$ cat config.mk
export PLATFORM = sky130hd
export DESIGN_NAME = sdhm_monitor
export DESIGN_NICKNAME = d
export VERILOG_FILES = /design/src/design/sdhm_pkg.sv /design/src/design/sdhm_cnt_if.sv /design/src/design/sdhm_counter_bank.sv /design/src/design/sdhm_event_latch.sv /design/src/design/sdhm_monitor.sv
export VERILOG_INCLUDE_DIRS = /design/src /design/src/design
export SDC_FILE = /design/constraint.sdc
export NUM_CORES = 1
export LEC_CHECK = 0
export BUFFER_PORTS_ARGS = -buffer_cell sky130_fd_sc_hd__buf_2
export CORE_UTILIZATION = 35
export DETAILED_ROUTE_END_ITERATION = 8
export SLEW_MARGIN = 30
export SYNTH_ARGS = -nofsm -noshare
export SYNTH_HDL_FRONTEND = slang
export SYNTH_SLANG_ARGS = --single-unit
$ cat constraint.sdc
create_clock -name ref_clk -period 3 [get_ports ref_clk]
set_clock_uncertainty 0.1 [all_clocks]
set_input_delay 0.15 -clock ref_clk [delete_from_list [all_inputs] [get_ports ref_clk]]
set_output_delay 0.15 -clock ref_clk [all_outputs]
set_load 0.05 [all_outputs]
$ cat src/design/sdhm_defines.svh
// Register indices, reset values and field positions of the overhead error monitor.
`ifndef SDHM_DEFINES_SVH
`define SDHM_DEFINES_SVH
// What this block does
// - Count B1 bit errors, 16 bits, overflow interrupts.
// - Count B1 block errors, 16 bits, overflow interrupts.
// - Count B2 bit errors, 16 bits, overflow interrupts.
// - Count B2 block errors, 16 bits, overflow interrupts.
// - Count B3 bit errors, 16 bits, overflow interrupts.
// - Count B3 block errors, 16 bits, overflow interrupts.
// - Count section remote errors, overflow interrupts.
// - Count path remote errors, overflow interrupts.
// - Three 8-bit pointer event counters with overflow.
// - B2 counters have degrade and fail thresholds.
// - Count above threshold raises an interrupt request.
// - Threshold split: high byte, then low byte.
// - Read N keeps count; N-1 clears after.
// - Enable bit 1 runs counter, 0 stops.
// - Reset/halt register preset by chiplet reset.
// - Mode events latch and stay set.
// - Counter pending bit shows active request.
// - Unmasked counter pending sets summary pointer.
// - Unmasked user pending sets summary pointer.
// - Unmasked summary bits drive interrupt line.
// - Summary holds fatal flags and pointer bits.

// Word indices; the byte address is four times the index.
// Counter k sits at index 2k+1, its clearing alias at 2k.
`define SDHM_IDX_CNT_LAST 7'h15
`define SDHM_IDX_SNAP 7'h16
// Threshold t: high byte at 24+2t, low byte at 25+2t.
`define SDHM_IDX_THR_BASE 7'h18
`define SDHM_IDX_THR_LAST 7'h2B
`define SDHM_IDX_CNTEN_A 7'h2C
`define SDHM_IDX_CNTEN_B 7'h2D
`define SDHM_IDX_RESET_HALT 7'h2E
`define SDHM_IDX_MODE_LATCH 7'h2F
`define SDHM_IDX_TOP_SUMMARY 7'h30
`define SDHM_IDX_TOP_MASK 7'h31
`define SDHM_IDX_CPEND0 7'h32
`define SDHM_IDX_CPEND2 7'h34
`define SDHM_IDX_CMASK0 7'h35
`define SDHM_IDX_CMASK2 7'h37
`define SDHM_IDX_USER_PEND 7'h38
`define SDHM_IDX_USER_MASK 7'h39

// Reset values.
`define SDHM_RESET_HALT_DEFAULT 8'h00
`define SDHM_THR_DEFAULT 16'hFFFF
`define SDHM_MASK_DEFAULT 8'h00
`define SDHM_CNTEN_DEFAULT 8'h00

// Reset/halt register fields.
`define SDHM_RH_CLEAR 0
`define SDHM_RH_HALT 1

// Summary register fields.
`define SDHM_SUM_CNT_PTR 0
`define SDHM_SUM_USER_PTR 1
`define SDHM_SUM_FATAL_LSB 2

// Counter and threshold counts.
`define SDHM_NUM_CNT 11
`define SDHM_NUM_WIDE 8
`define SDHM_NUM_THR 10
`endif

$ cat src/design/sdhm_pkg.sv
// Types shared by the overhead error monitor modules.
package sdhm_pkg;
  // Bus answer state, one-hot.
  typedef enum logic [1:0] {
    st_idle = 2'b01,
    st_done = 2'b10
  } sdhm_apb_e;
  // One register byte.
  typedef logic [7:0] sdhm_byte_t;
  // A count as carried between modules, 8-bit counts zero-extended.
  typedef logic [15:0] sdhm_count_t;
endpackage

$ cat src/design/sdhm_cnt_if.sv
// Interface between the register logic and the counter bank.
`timescale 1ns/1ns
`default_nettype none
interface sdhm_cnt_if #(
  parameter int NC = 11
);
  logic [NC-1:0] inc; // Count event for each counter.
  logic [NC-1:0] run; // Counter may advance.
  logic [NC-1:0] clr; // Zero the counter this cycle.
  logic [NC-1:0] ovf; // One-cycle pulse after a wrap.
  sdhm_pkg::sdhm_count_t count [NC]; // Current counts.
  modport ctl (output inc, output run, output clr, input ovf, input count);
  modport bank (input inc, input run, input clr, output ovf, output count);
endinterface
`default_nettype wire

$ cat src/design/sdhm_counter_bank.sv
// Bank of event counters, the first NW of them 16 bits wide, the rest 8 bits.
`timescale 1ns/1ns
`default_nettype none
module sdhm_counter_bank #(
  parameter int NC = 11,
  parameter int NW = 8
) (
  input wire logic ref_clk,
  input wire logic rstn,
  sdhm_cnt_if.bank cif
);
  genvar i;
  generate
    for (i = 0; i < NC; i++) begin : g_cnt
      localparam int W = (i < NW) ? 16 : 8;
      logic [W-1:0] value; // Running count.
      logic ovf_q; // Wrap pulse.
      logic step; // This counter advances now.
      assign step = cif.inc[i] & cif.run[i];
      // Clearing wins over holding, but an event in the clearing cycle is kept as one.
      always_ff @(posedge ref_clk or negedge rstn) begin
        if (!rstn) begin
          value <= '0;
        end else if (cif.clr[i]) begin
          value <= step ? W'(1) : '0;
        end else if (step) begin
          value <= value + W'(1);
        end
      end
      // The wrap from all ones to zero is reported as a one-cycle pulse in the cycle the count reads zero.
      always_ff @(posedge ref_clk or negedge rstn) begin
        if (!rstn) begin
          ovf_q <= 1'b0;
        end else begin
          ovf_q <= step & ~cif.clr[i] & (&value);
        end
      end
      assign cif.count[i] = 16'(value);
      assign cif.ovf[i] = ovf_q;
    end
  endgenerate
endmodule // sdhm_counter_bank
`default_nettype wire

$ cat src/design/sdhm_event_latch.sv
// Sticky event register: hardware sets bits, software clears them by writing ones.
`timescale 1ns/1ns
`default_nettype none
module sdhm_event_latch #(
  parameter int W = 8
) (
  input wire logic ref_clk,
  input wire logic rstn,
  input wire logic [W-1:0] set,
  input wire logic [W-1:0] clr,
  output logic [W-1:0] q
);
  // A set in the clearing cycle wins, so no event is lost.
  always_ff @(posedge ref_clk or negedge rstn) begin
    if (!rstn) begin
      q <= '0;
    end else begin
      q <= (q & ~clr) | set;
    end
  end
endmodule // sdhm_event_latch
`default_nettype wire

$ cat src/design/sdhm_monitor.sv
// Top of the overhead error monitor: APB registers, thresholds and interrupt tree.
`timescale 1ns/1ns
`default_nettype none
`include "sdhm_defines.svh"
module sdhm_monitor #(
  parameter int NC = `SDHM_NUM_CNT,
  parameter int NW = `SDHM_NUM_WIDE,
  parameter int NT = `SDHM_NUM_THR
) (
  input wire logic ref_clk,
  input wire logic rstn,
  input wire logic psel,
  input wire logic penable,
  input wire logic pwrite,
  input wire logic [11:0] paddr,
  input wire logic [31:0] pwdata,
  output logic [31:0] prdata,
  output logic pready,
  output logic pslverr,
  input wire logic [10:0] count_event,
  input wire logic [7:0] mode_event,
  input wire logic [7:0] user_event,
  input wire logic [5:0] fatal_event,
  input wire logic chiplet_reset_in,
  output logic [7:0] reset_halt,
  output logic chiplet_irq_out
);

  // ********************************************************
  // Declarations
  // ********************************************************

  // Counter feeding each threshold; the B2 pair each feed two.
  localparam int THR_SRC [10] = '{0, 1, 2, 2, 3, 3, 4, 5, 6, 7};

  sdhm_pkg::sdhm_apb_e state; // Bus answer state.
  logic [6:0] idx; // Word index of the access.
  logic in_range; // Address is aligned and within the block.
  logic done; // Access phase completes at this edge.
  logic wr_done; // A write takes effect at this edge.
  logic rd_done; // A read completes at this edge.
  sdhm_pkg::sdhm_byte_t rd_byte; // Read data for the current address.
  logic map_ok; // Current address is mapped.
  logic [3:0] cnt_sel; // Counter selected by a counter address.
  logic cnt_rd; // Completed read of a counter low byte.
  logic [6:0] thr_off; // Offset into the threshold range.
  logic [3:0] thr_sel; // Threshold selected.
  logic [1:0] cp_sel; // Byte of a 24-bit pending or mask register.
  logic [10:0] rd_clr; // Clearing requests from alias reads.
  sdhm_pkg::sdhm_byte_t snapshot_middle_byte; // High byte caught at a low byte read.
  logic [15:0] thr [10]; // Thresholds, as programmed.
  logic [9:0] exceed; // Count is above its threshold.
  logic [7:0] counter_enable_a; // Run bits of the 16-bit counters.
  logic [2:0] counter_enable_b; // Run bits of the 8-bit counters.
  logic [7:0] top_interrupt_mask; // Summary mask.
  logic [23:0] counter_irq_mask; // Counter pending mask.
  logic [7:0] user_irq_mask; // User pending mask.
  logic [23:0] counter_irq_pending; // Sticky counter requests.
  logic [7:0] user_irq_pending; // Sticky user requests.
  logic [7:0] mode_event_latch; // Sticky mode events.
  logic [5:0] fatal_flags; // Sticky fatal events.
  logic [7:0] top_interrupt_summary; // Fatal flags and pointers.
  logic [23:0] cp_clr; // Clearing bits for counter pending.
  logic [23:0] cp_shift; // Pending shifted to the read byte.
  logic [23:0] cm_shift; // Mask shifted to the read byte.
  logic [23:0] cm_wr; // Write data moved to its byte.

  sdhm_cnt_if #(.NC(NC)) cif ();

  // ********************************************************
  // Address decode
  // ********************************************************

  assign idx = paddr[8:2];
  assign in_range = (paddr[11:9] == 3'h0) && (paddr[1:0] == 2'h0);
  assign done = (state == sdhm_pkg::st_done) && psel && penable;
  assign wr_done = done && pwrite && map_ok;
  assign rd_done = done && !pwrite && map_ok;
  assign cnt_sel = idx[4:1];
  assign cnt_rd = rd_done && (idx <= `SDHM_IDX_CNT_LAST);
  assign thr_off = idx - `SDHM_IDX_THR_BASE;
  assign thr_sel = thr_off[4:1];
  assign cp_sel = (idx >= `SDHM_IDX_CMASK0) ? 2'(idx - `SDHM_IDX_CMASK0) :
                  2'(idx - `SDHM_IDX_CPEND0);
  assign cp_shift = counter_irq_pending >> {cp_sel, 3'h0};
  assign cm_shift = counter_irq_mask >> {cp_sel, 3'h0};
  assign cm_wr = 24'(pwdata[7:0]) << {cp_sel, 3'h0};

  // Read data and mapping of the address under access; unmapped reads answer zero.
  always_comb begin
    rd_byte = 8'h00;
    map_ok = 1'b1;
    if (!in_range) begin
      map_ok = 1'b0;
    end else if (idx <= `SDHM_IDX_CNT_LAST) begin
      // Both the plain address and its alias give the low byte.
      rd_byte = cif.count[cnt_sel][7:0];
    end else if (idx >= `SDHM_IDX_THR_BASE && idx <= `SDHM_IDX_THR_LAST) begin
      // High byte first, low byte second.
      rd_byte = thr_off[0] ? thr[thr_sel][7:0] : thr[thr_sel][15:8];
    end else if (idx >= `SDHM_IDX_CPEND0 && idx <= `SDHM_IDX_CPEND2) begin
      rd_byte = cp_shift[7:0];
    end else if (idx >= `SDHM_IDX_CMASK0 && idx <= `SDHM_IDX_CMASK2) begin
      rd_byte = cm_shift[7:0];
    end else begin
      case (idx)
        `SDHM_IDX_SNAP: begin
          rd_byte = snapshot_middle_byte;
        end
        `SDHM_IDX_CNTEN_A: begin
          rd_byte = counter_enable_a;
        end
        `SDHM_IDX_CNTEN_B: begin
          rd_byte = {5'h00, counter_enable_b};
        end
        `SDHM_IDX_RESET_HALT: begin
          rd_byte = reset_halt;
        end
        `SDHM_IDX_MODE_LATCH: begin
          rd_byte = mode_event_latch;
        end
        `SDHM_IDX_TOP_SUMMARY: begin
          rd_byte = top_interrupt_summary;
        end
        `SDHM_IDX_TOP_MASK: begin
          rd_byte = top_interrupt_mask;
        end
        `SDHM_IDX_USER_PEND: begin
          rd_byte = user_irq_pending;
        end
        `SDHM_IDX_USER_MASK: begin
          rd_byte = user_irq_mask;
        end
        default: begin
          map_ok = 1'b0;
        end
      endcase
    end
  end

  // ********************************************************
  // APB answer
  // ********************************************************

  // Read data is caught at the setup edge and the answer comes in the first
  // access cycle, so every transfer takes exactly two cycles.
  always_ff @(posedge ref_clk or negedge rstn) begin
    if (!rstn) begin
      state <= sdhm_pkg::st_idle;
      prdata <= 32'h0000_0000;
      pready <= 1'b0;
      pslverr <= 1'b0;
    end else begin
      case (state)
        sdhm_pkg::st_idle: begin
          if (psel && !penable) begin
            prdata <= pwrite ? 32'h0000_0000 : {24'h00_0000, rd_byte};
            pslverr <= !map_ok;
            pready <= 1'b1;
            state <= sdhm_pkg::st_done;
          end
        end
        sdhm_pkg::st_done: begin
          if (psel && penable) begin
            pready <= 1'b0;
            pslverr <= 1'b0;
            state <= sdhm_pkg::st_idle;
          end
        end
        default: begin
          state <= sdhm_pkg::st_idle;
          pready <= 1'b0;
          pslverr <= 1'b0;
        end
      endcase
    end
  end

  // ********************************************************
  // Counters
  // ********************************************************

  // A completed read of the alias clears the counter after the data left.
  assign rd_clr = (cnt_rd && !idx[0]) ? (11'(1) << cnt_sel) : 11'h000;
  assign cif.inc = count_event;
  assign cif.clr = rd_clr | {11{reset_halt[`SDHM_RH_CLEAR]}};
  assign cif.run = {counter_enable_b, counter_enable_a} &
                   ~{11{reset_halt[`SDHM_RH_HALT]}};

  sdhm_counter_bank #(
    .NC(NC),
    .NW(NW)
  ) u_bank (
    .ref_clk(ref_clk),
    .rstn(rstn),
    .cif(cif.bank)
  );

  // A low byte read catches the high byte at its completing edge, one cycle after the low byte was taken, so a carry in between splits the pair.
  always_ff @(posedge ref_clk or negedge rstn) begin
    if (!rstn) begin
      snapshot_middle_byte <= 8'h00;
    end else if (cnt_rd) begin
      snapshot_middle_byte <= cif.count[cnt_sel][15:8];
    end
  end

  // ********************************************************
  // Thresholds
  // ********************************************************

  // Thresholds reset to all ones, so none trips before software programs it.
  always_ff @(posedge ref_clk or negedge rstn) begin
    if (!rstn) begin
      for (int t = 0; t < 10; t++) begin
        thr[t] <= `SDHM_THR_DEFAULT;
      end
    end else if (wr_done && idx >= `SDHM_IDX_THR_BASE && idx <= `SDHM_IDX_THR_LAST) begin
      if (thr_off[0]) begin
        thr[thr_sel][7:0] <= pwdata[7:0];
      end else begin
        thr[thr_sel][15:8] <= pwdata[7:0];
      end
    end
  end

  // Each B2 counter feeds both its degrade and its fail threshold.
  genvar g;
  generate
    for (g = 0; g < NT; g++) begin : g_thr
      assign exceed[g] = cif.count[THR_SRC[g]] > thr[g];
    end
  endgenerate

  // ********************************************************
  // Control registers
  // ********************************************************

  // Counter enables; all counters stand still after reset.
  always_ff @(posedge ref_clk or negedge rstn) begin
    if (!rstn) begin
      counter_enable_a <= `SDHM_CNTEN_DEFAULT;
      counter_enable_b <= 3'h0;
    end else if (wr_done && idx == `SDHM_IDX_CNTEN_A) begin
      counter_enable_a <= pwdata[7:0];
    end else if (wr_done && idx == `SDHM_IDX_CNTEN_B) begin
      counter_enable_b <= pwdata[2:0];
    end
  end

  // The chiplet reset presets this register, taking priority over a write.
  always_ff @(posedge ref_clk or negedge rstn) begin
    if (!rstn) begin
      reset_halt <= `SDHM_RESET_HALT_DEFAULT;
    end else if (chiplet_reset_in) begin
      reset_halt <= `SDHM_RESET_HALT_DEFAULT;
    end else if (wr_done && idx == `SDHM_IDX_RESET_HALT) begin
      reset_halt <= pwdata[7:0];
    end
  end

  // Masks all reset to zero, blocking every request.
  always_ff @(posedge ref_clk or negedge rstn) begin
    if (!rstn) begin
      top_interrupt_mask <= `SDHM_MASK_DEFAULT;
      user_irq_mask <= `SDHM_MASK_DEFAULT;
      counter_irq_mask <= 24'h00_0000;
    end else if (wr_done) begin
      if (idx == `SDHM_IDX_TOP_MASK) begin
        top_interrupt_mask <= pwdata[7:0];
      end
      if (idx == `SDHM_IDX_USER_MASK) begin
        user_irq_mask <= pwdata[7:0];
      end
      if (idx >= `SDHM_IDX_CMASK0 && idx <= `SDHM_IDX_CMASK2) begin
        counter_irq_mask <= (counter_irq_mask & ~(24'h00_00FF << {cp_sel, 3'h0})) | cm_wr;
      end
    end
  end

  // ********************************************************
  // Event latches and interrupt tree
  // ********************************************************

  assign cp_clr = (wr_done && idx >= `SDHM_IDX_CPEND0 && idx <= `SDHM_IDX_CPEND2) ?
                  (24'(pwdata[7:0]) << {cp_sel, 3'h0}) : 24'h00_0000;

  // Overflows in bits 10:0, threshold oversteps in bits 20:11.
  sdhm_event_latch #(.W(24)) u_cnt_pend (
    .ref_clk(ref_clk),
    .rstn(rstn),
    .set({3'h0, exceed, cif.ovf}),
    .clr(cp_clr),
    .q(counter_irq_pending)
  );

  sdhm_event_latch #(.W(8)) u_user_pend (
    .ref_clk(ref_clk),
    .rstn(rstn),
    .set(user_event),
    .clr((wr_done && idx == `SDHM_IDX_USER_PEND) ? pwdata[7:0] : 8'h00),
    .q(user_irq_pending)
  );

  // Mode events stay latched after the condition ends.
  sdhm_event_latch #(.W(8)) u_mode (
    .ref_clk(ref_clk),
    .rstn(rstn),
    .set(mode_event),
    .clr((wr_done && idx == `SDHM_IDX_MODE_LATCH) ? pwdata[7:0] : 8'h00),
    .q(mode_event_latch)
  );

  sdhm_event_latch #(.W(6)) u_fatal (
    .ref_clk(ref_clk),
    .rstn(rstn),
    .set(fatal_event),
    .clr((wr_done && idx == `SDHM_IDX_TOP_SUMMARY) ? pwdata[7:2] : 6'h00),
    .q(fatal_flags)
  );

  // Pointer bits follow the unmasked pending bits and are not stored.
  assign top_interrupt_summary = {fatal_flags,
                                  |(user_irq_pending & user_irq_mask),
                                  |(counter_irq_pending & counter_irq_mask)};

  // The outgoing line is registered so it never glitches.
  always_ff @(posedge ref_clk or negedge rstn) begin
    if (!rstn) begin
      chiplet_irq_out <= 1'b0;
    end else begin
      chiplet_irq_out <= |(top_interrupt_summary & top_interrupt_mask);
    end
  end

endmodule // sdhm_monitor
`default_nettype wire

==> results by group <==
Outcome
  – Status: finished, final reports clean

Pwr
  – Worst VDD drop: 0.368 mV
  – Total power density per cell area: 431 nW/um2
  – Sequential power share: 0.439
  – Leak: 14.0 nW
  – Power share of the combinational group: 0.065
  – Clk pwr share: 0.497
  – Switching share of power: 0.246
  – Switch Pwr: 3.40 mW
  – Internal power: 10.4 mW

Final layout
  – # diodes: 0
  – Final core occ: 0.412
  – Filler instances: 7,509
  – Final non-filler cell total: 3,918
  – Final #Nets: 3,099
  – Layout area overhead: 15.9%
  – Share of cells above drive strength 1: 0.271

Global routing
  – Grt ovf: 0
  – Wire length of the first global-routing pass: 139,000 um
  – Initial antenna violation count: 4
  – Vias in the first global route: 21,445
  – Largest net degree at the start of global routing: 122
  – Total GRT Usage: 0.227

Placement
  – Port Buffers: 77
  – Detail Placement HPWL: 67,800 um
  – DP Worst Slack: 0.000590 ns
  – GPL Wtd Cong: 1.00
  – Placed cell count: 3,781

Synthesis
  – Synth area leaders: dfrtp_1, dfstp_2, mux2_2
  – Mapped Area: 27,700 um2
  – Commonest register cell after synthesis: dfrtp_1
  – Xor and xnor area share after synthesis: 0.0405
  – Post-synthesis adder-cell area fraction: 0.0814
  – Mean post-synth cell area: 10.4 um2
  – Main combinational cell family by area after synthesis: multiplexers
  – Most frequent cell after synthesis: dfrtp_1
  – Synth Area in Compound Gates: 0.105
  – Synth area leader: dfrtp_1
  – Simple-Gate Fraction of Synth Area: 0.144
  – Synth warnings: 0
  – Sequential area share after synthesis: 0.413
  – Most common library cells after synthesis: dfrtp_1, nor2_1, mux2_2
  – Post-Synthesis Cells: 2,654
  – Top-area cell type share of the netlist area: 0.260
  – Synth Register Bits: 448
  – FFs w/ async S/R, synth: 1.00
  – Yosys cell types: 89
  – Number of synthesized flops with an enable pin: 0
  – Post-synthesis mux area share: 0.165

Floorplanning
  – Die width: 283 um
  – # IOs: 126
  – Chip height: 283 um
  – Starting Density: 0.355
  – FP Rows: 102
  – Die area: 80,200 um2
  – Core Region: 77,800 um2

STA
  – Max-slew violation count: 0
  – Worst Tran Pin Value: 1.04 ns
  – Final period util: 0.913
  – Fin worst setup slack: 0.260 ns
  – Fmax achieved: 0.365 GHz
  – RSZ-0062 raised after global routing: false
  – Final critical-path required period: 2.74 ns
  – Endpoints failing hold: 0
  – Final setup fails: 0
  – Fin Setup TNS: 0 ns
  – Fin Hold WS: 0.0189 ns
  – Rel. slew slack: 0.308

Critical path
  – Crit path max-delay cell type: dlygate4sd3_1
  – Worst EP required: 3.40 ns
  – Worst-path cell chain: nor3b_1, nand3_1, inv_1, o311a_1, nand2_1, a21o_1, dlygate4sd3_1
  – Setup crit start kind: register
  – Crit. End Element: register
  – Largest stage delay, worst path: 0.55 ns
  – Crit path kind: register to register
  – Crit path DAT: 3.14 ns
  – Crit-path max FO: 8

Clocking
  – H-Tree Depth: 2
  – Clock net sink count: 448
  – CTS max path bufs: 3
  – CTS tree: built
  – Post-CTS sizing: 0
  – Worst skew pair latency: 0.62 ns
  – Worst-path clk slew: 0.06 ns
  – Root buffer cell: clkbuf_16
  – Total CTS buffers: 51

Drt
  – Final wirelength: 91,900 um
  – Vias: 21,878
  – Routed wire per std cell: 23.4 um
  – 1st-iter DRT viols: 2,284
  – Vias per inst: 5.58
  – Drt pass-1 iters: 7
  – Detail Route Antenna Nets: 0
  – Post-route DRC violation count: 0

Worst hold path
  – Hold crit path type: input port to register

Run
  – Max_cap viols: 0
per-layer routing:
layer  global-route usage  share of wire  vias to the layer above
met5                    0        0.00025                        -
met4               0.0882          0.040                        4
met3               0.0397          0.069                      193
met2                0.348           0.45                      784
met1                0.317           0.44                    11056
li1                     -              -                     9841
worst max-delay path: cells and delay by family, from the launching register on:
kind	cells	cell delay, ns
DFF	1	0.39
and+or+nand+nor	3	0.79
AOI/OAI and AO/OA	2	0.60
buffers and inverters	2	0.73
final cells by class:
cell class                      count  area (um2)  area share
Clock buffer                       68        1420      0.0443
Clock inverter                     27         385      0.0120
Inverter                          184         691      0.0215
Multi-Input combinational cell   1906       14900       0.466
Sequential cell                   448       11400       0.356
Tap cell                         1040        1300      0.0406
Timing Repair Buffer              245        1920      0.0598
state kept, by name, indices dropped and copies added (netlist names), 3 cells and up:
register and flops:
thr 160, u_bank.g_cnt.value 152, counter_irq_mask 24, u_cnt_pend.q 24, u_bank.g_cnt.ovf_q 11, counter_enable_a 8
prdata 8, reset_halt 8, snapshot_middle_byte 8, top_interrupt_mask 8, u_mode.q 8, u_user_pend.q 8
user_irq_mask 8, u_fatal.q 6, counter_enable_b 3
repair_timing:
| action | 4_1_cts | 5_1_grt |
|---|---|---|
| hold endpoints to repair | 445 | 0 |
| buffers inserted | 0 | 0 |
| hold buffers | 42 | 0 |
worst paths after layout:
path | from | to | slack (ns) | depth (start not counted)
hold reg to reg | u_bank.g_cnt[7].ovf_q | u_cnt_pend.q[7] | 0.33 | 1
setup / recovery | pready | u_mode.q[2] | 0.26 | 7
max in group asynchronous | rstn | u_bank.g_cnt[0].value[4] | 1.94 | 3
min in group asynchronous | rstn | thr[86] | 0.09 | 2
setup reg to reg | pready | u_mode.q[2] | 0.26 | 7
hold / removal | paddr[0] | pslverr | 0.02 | 5
stage by stage:
stage               power [mW]  instance area, um2
global placement          7.01               29800
floorplan                 6.64               27800
CTS                       13.9               32100
global route              14.2               32100
detailed placement        7.01               29800
finish                    13.8               32100
power groups by stage:
stage                     combinational (mW)  sequential, mW  clock [mW]
final                                  0.895            6.06        6.87
after global routing                   0.954            6.06        7.18
after global placement                 0.840            6.17           0
after floorplan                        0.456            6.18           0
after detailed placement               0.844            6.17           0
after CTS                              0.886            6.06        6.94
cell usage in the layout, fill, tap and decap left out, drive strengths merged, types with 85 or more instances in the layout:
cell	netlist	routed
a21oi	85	85
buf	79	203
dfrtp	287	287
dfstp	161	161
ha	180	180
inv	181	183
mux2	215	215
nand2	200	200
nor2	282	282
xor2	95	95
kinds of logic after synthesis:
family,Yosys count
simple gates,807
flops,448
compound gates,422
mux,345
buf+inv,323
fa+ha+maj,180
xor+xnor,128
other cells,1
Note: power is estimated with default switching activity, not from simulation.
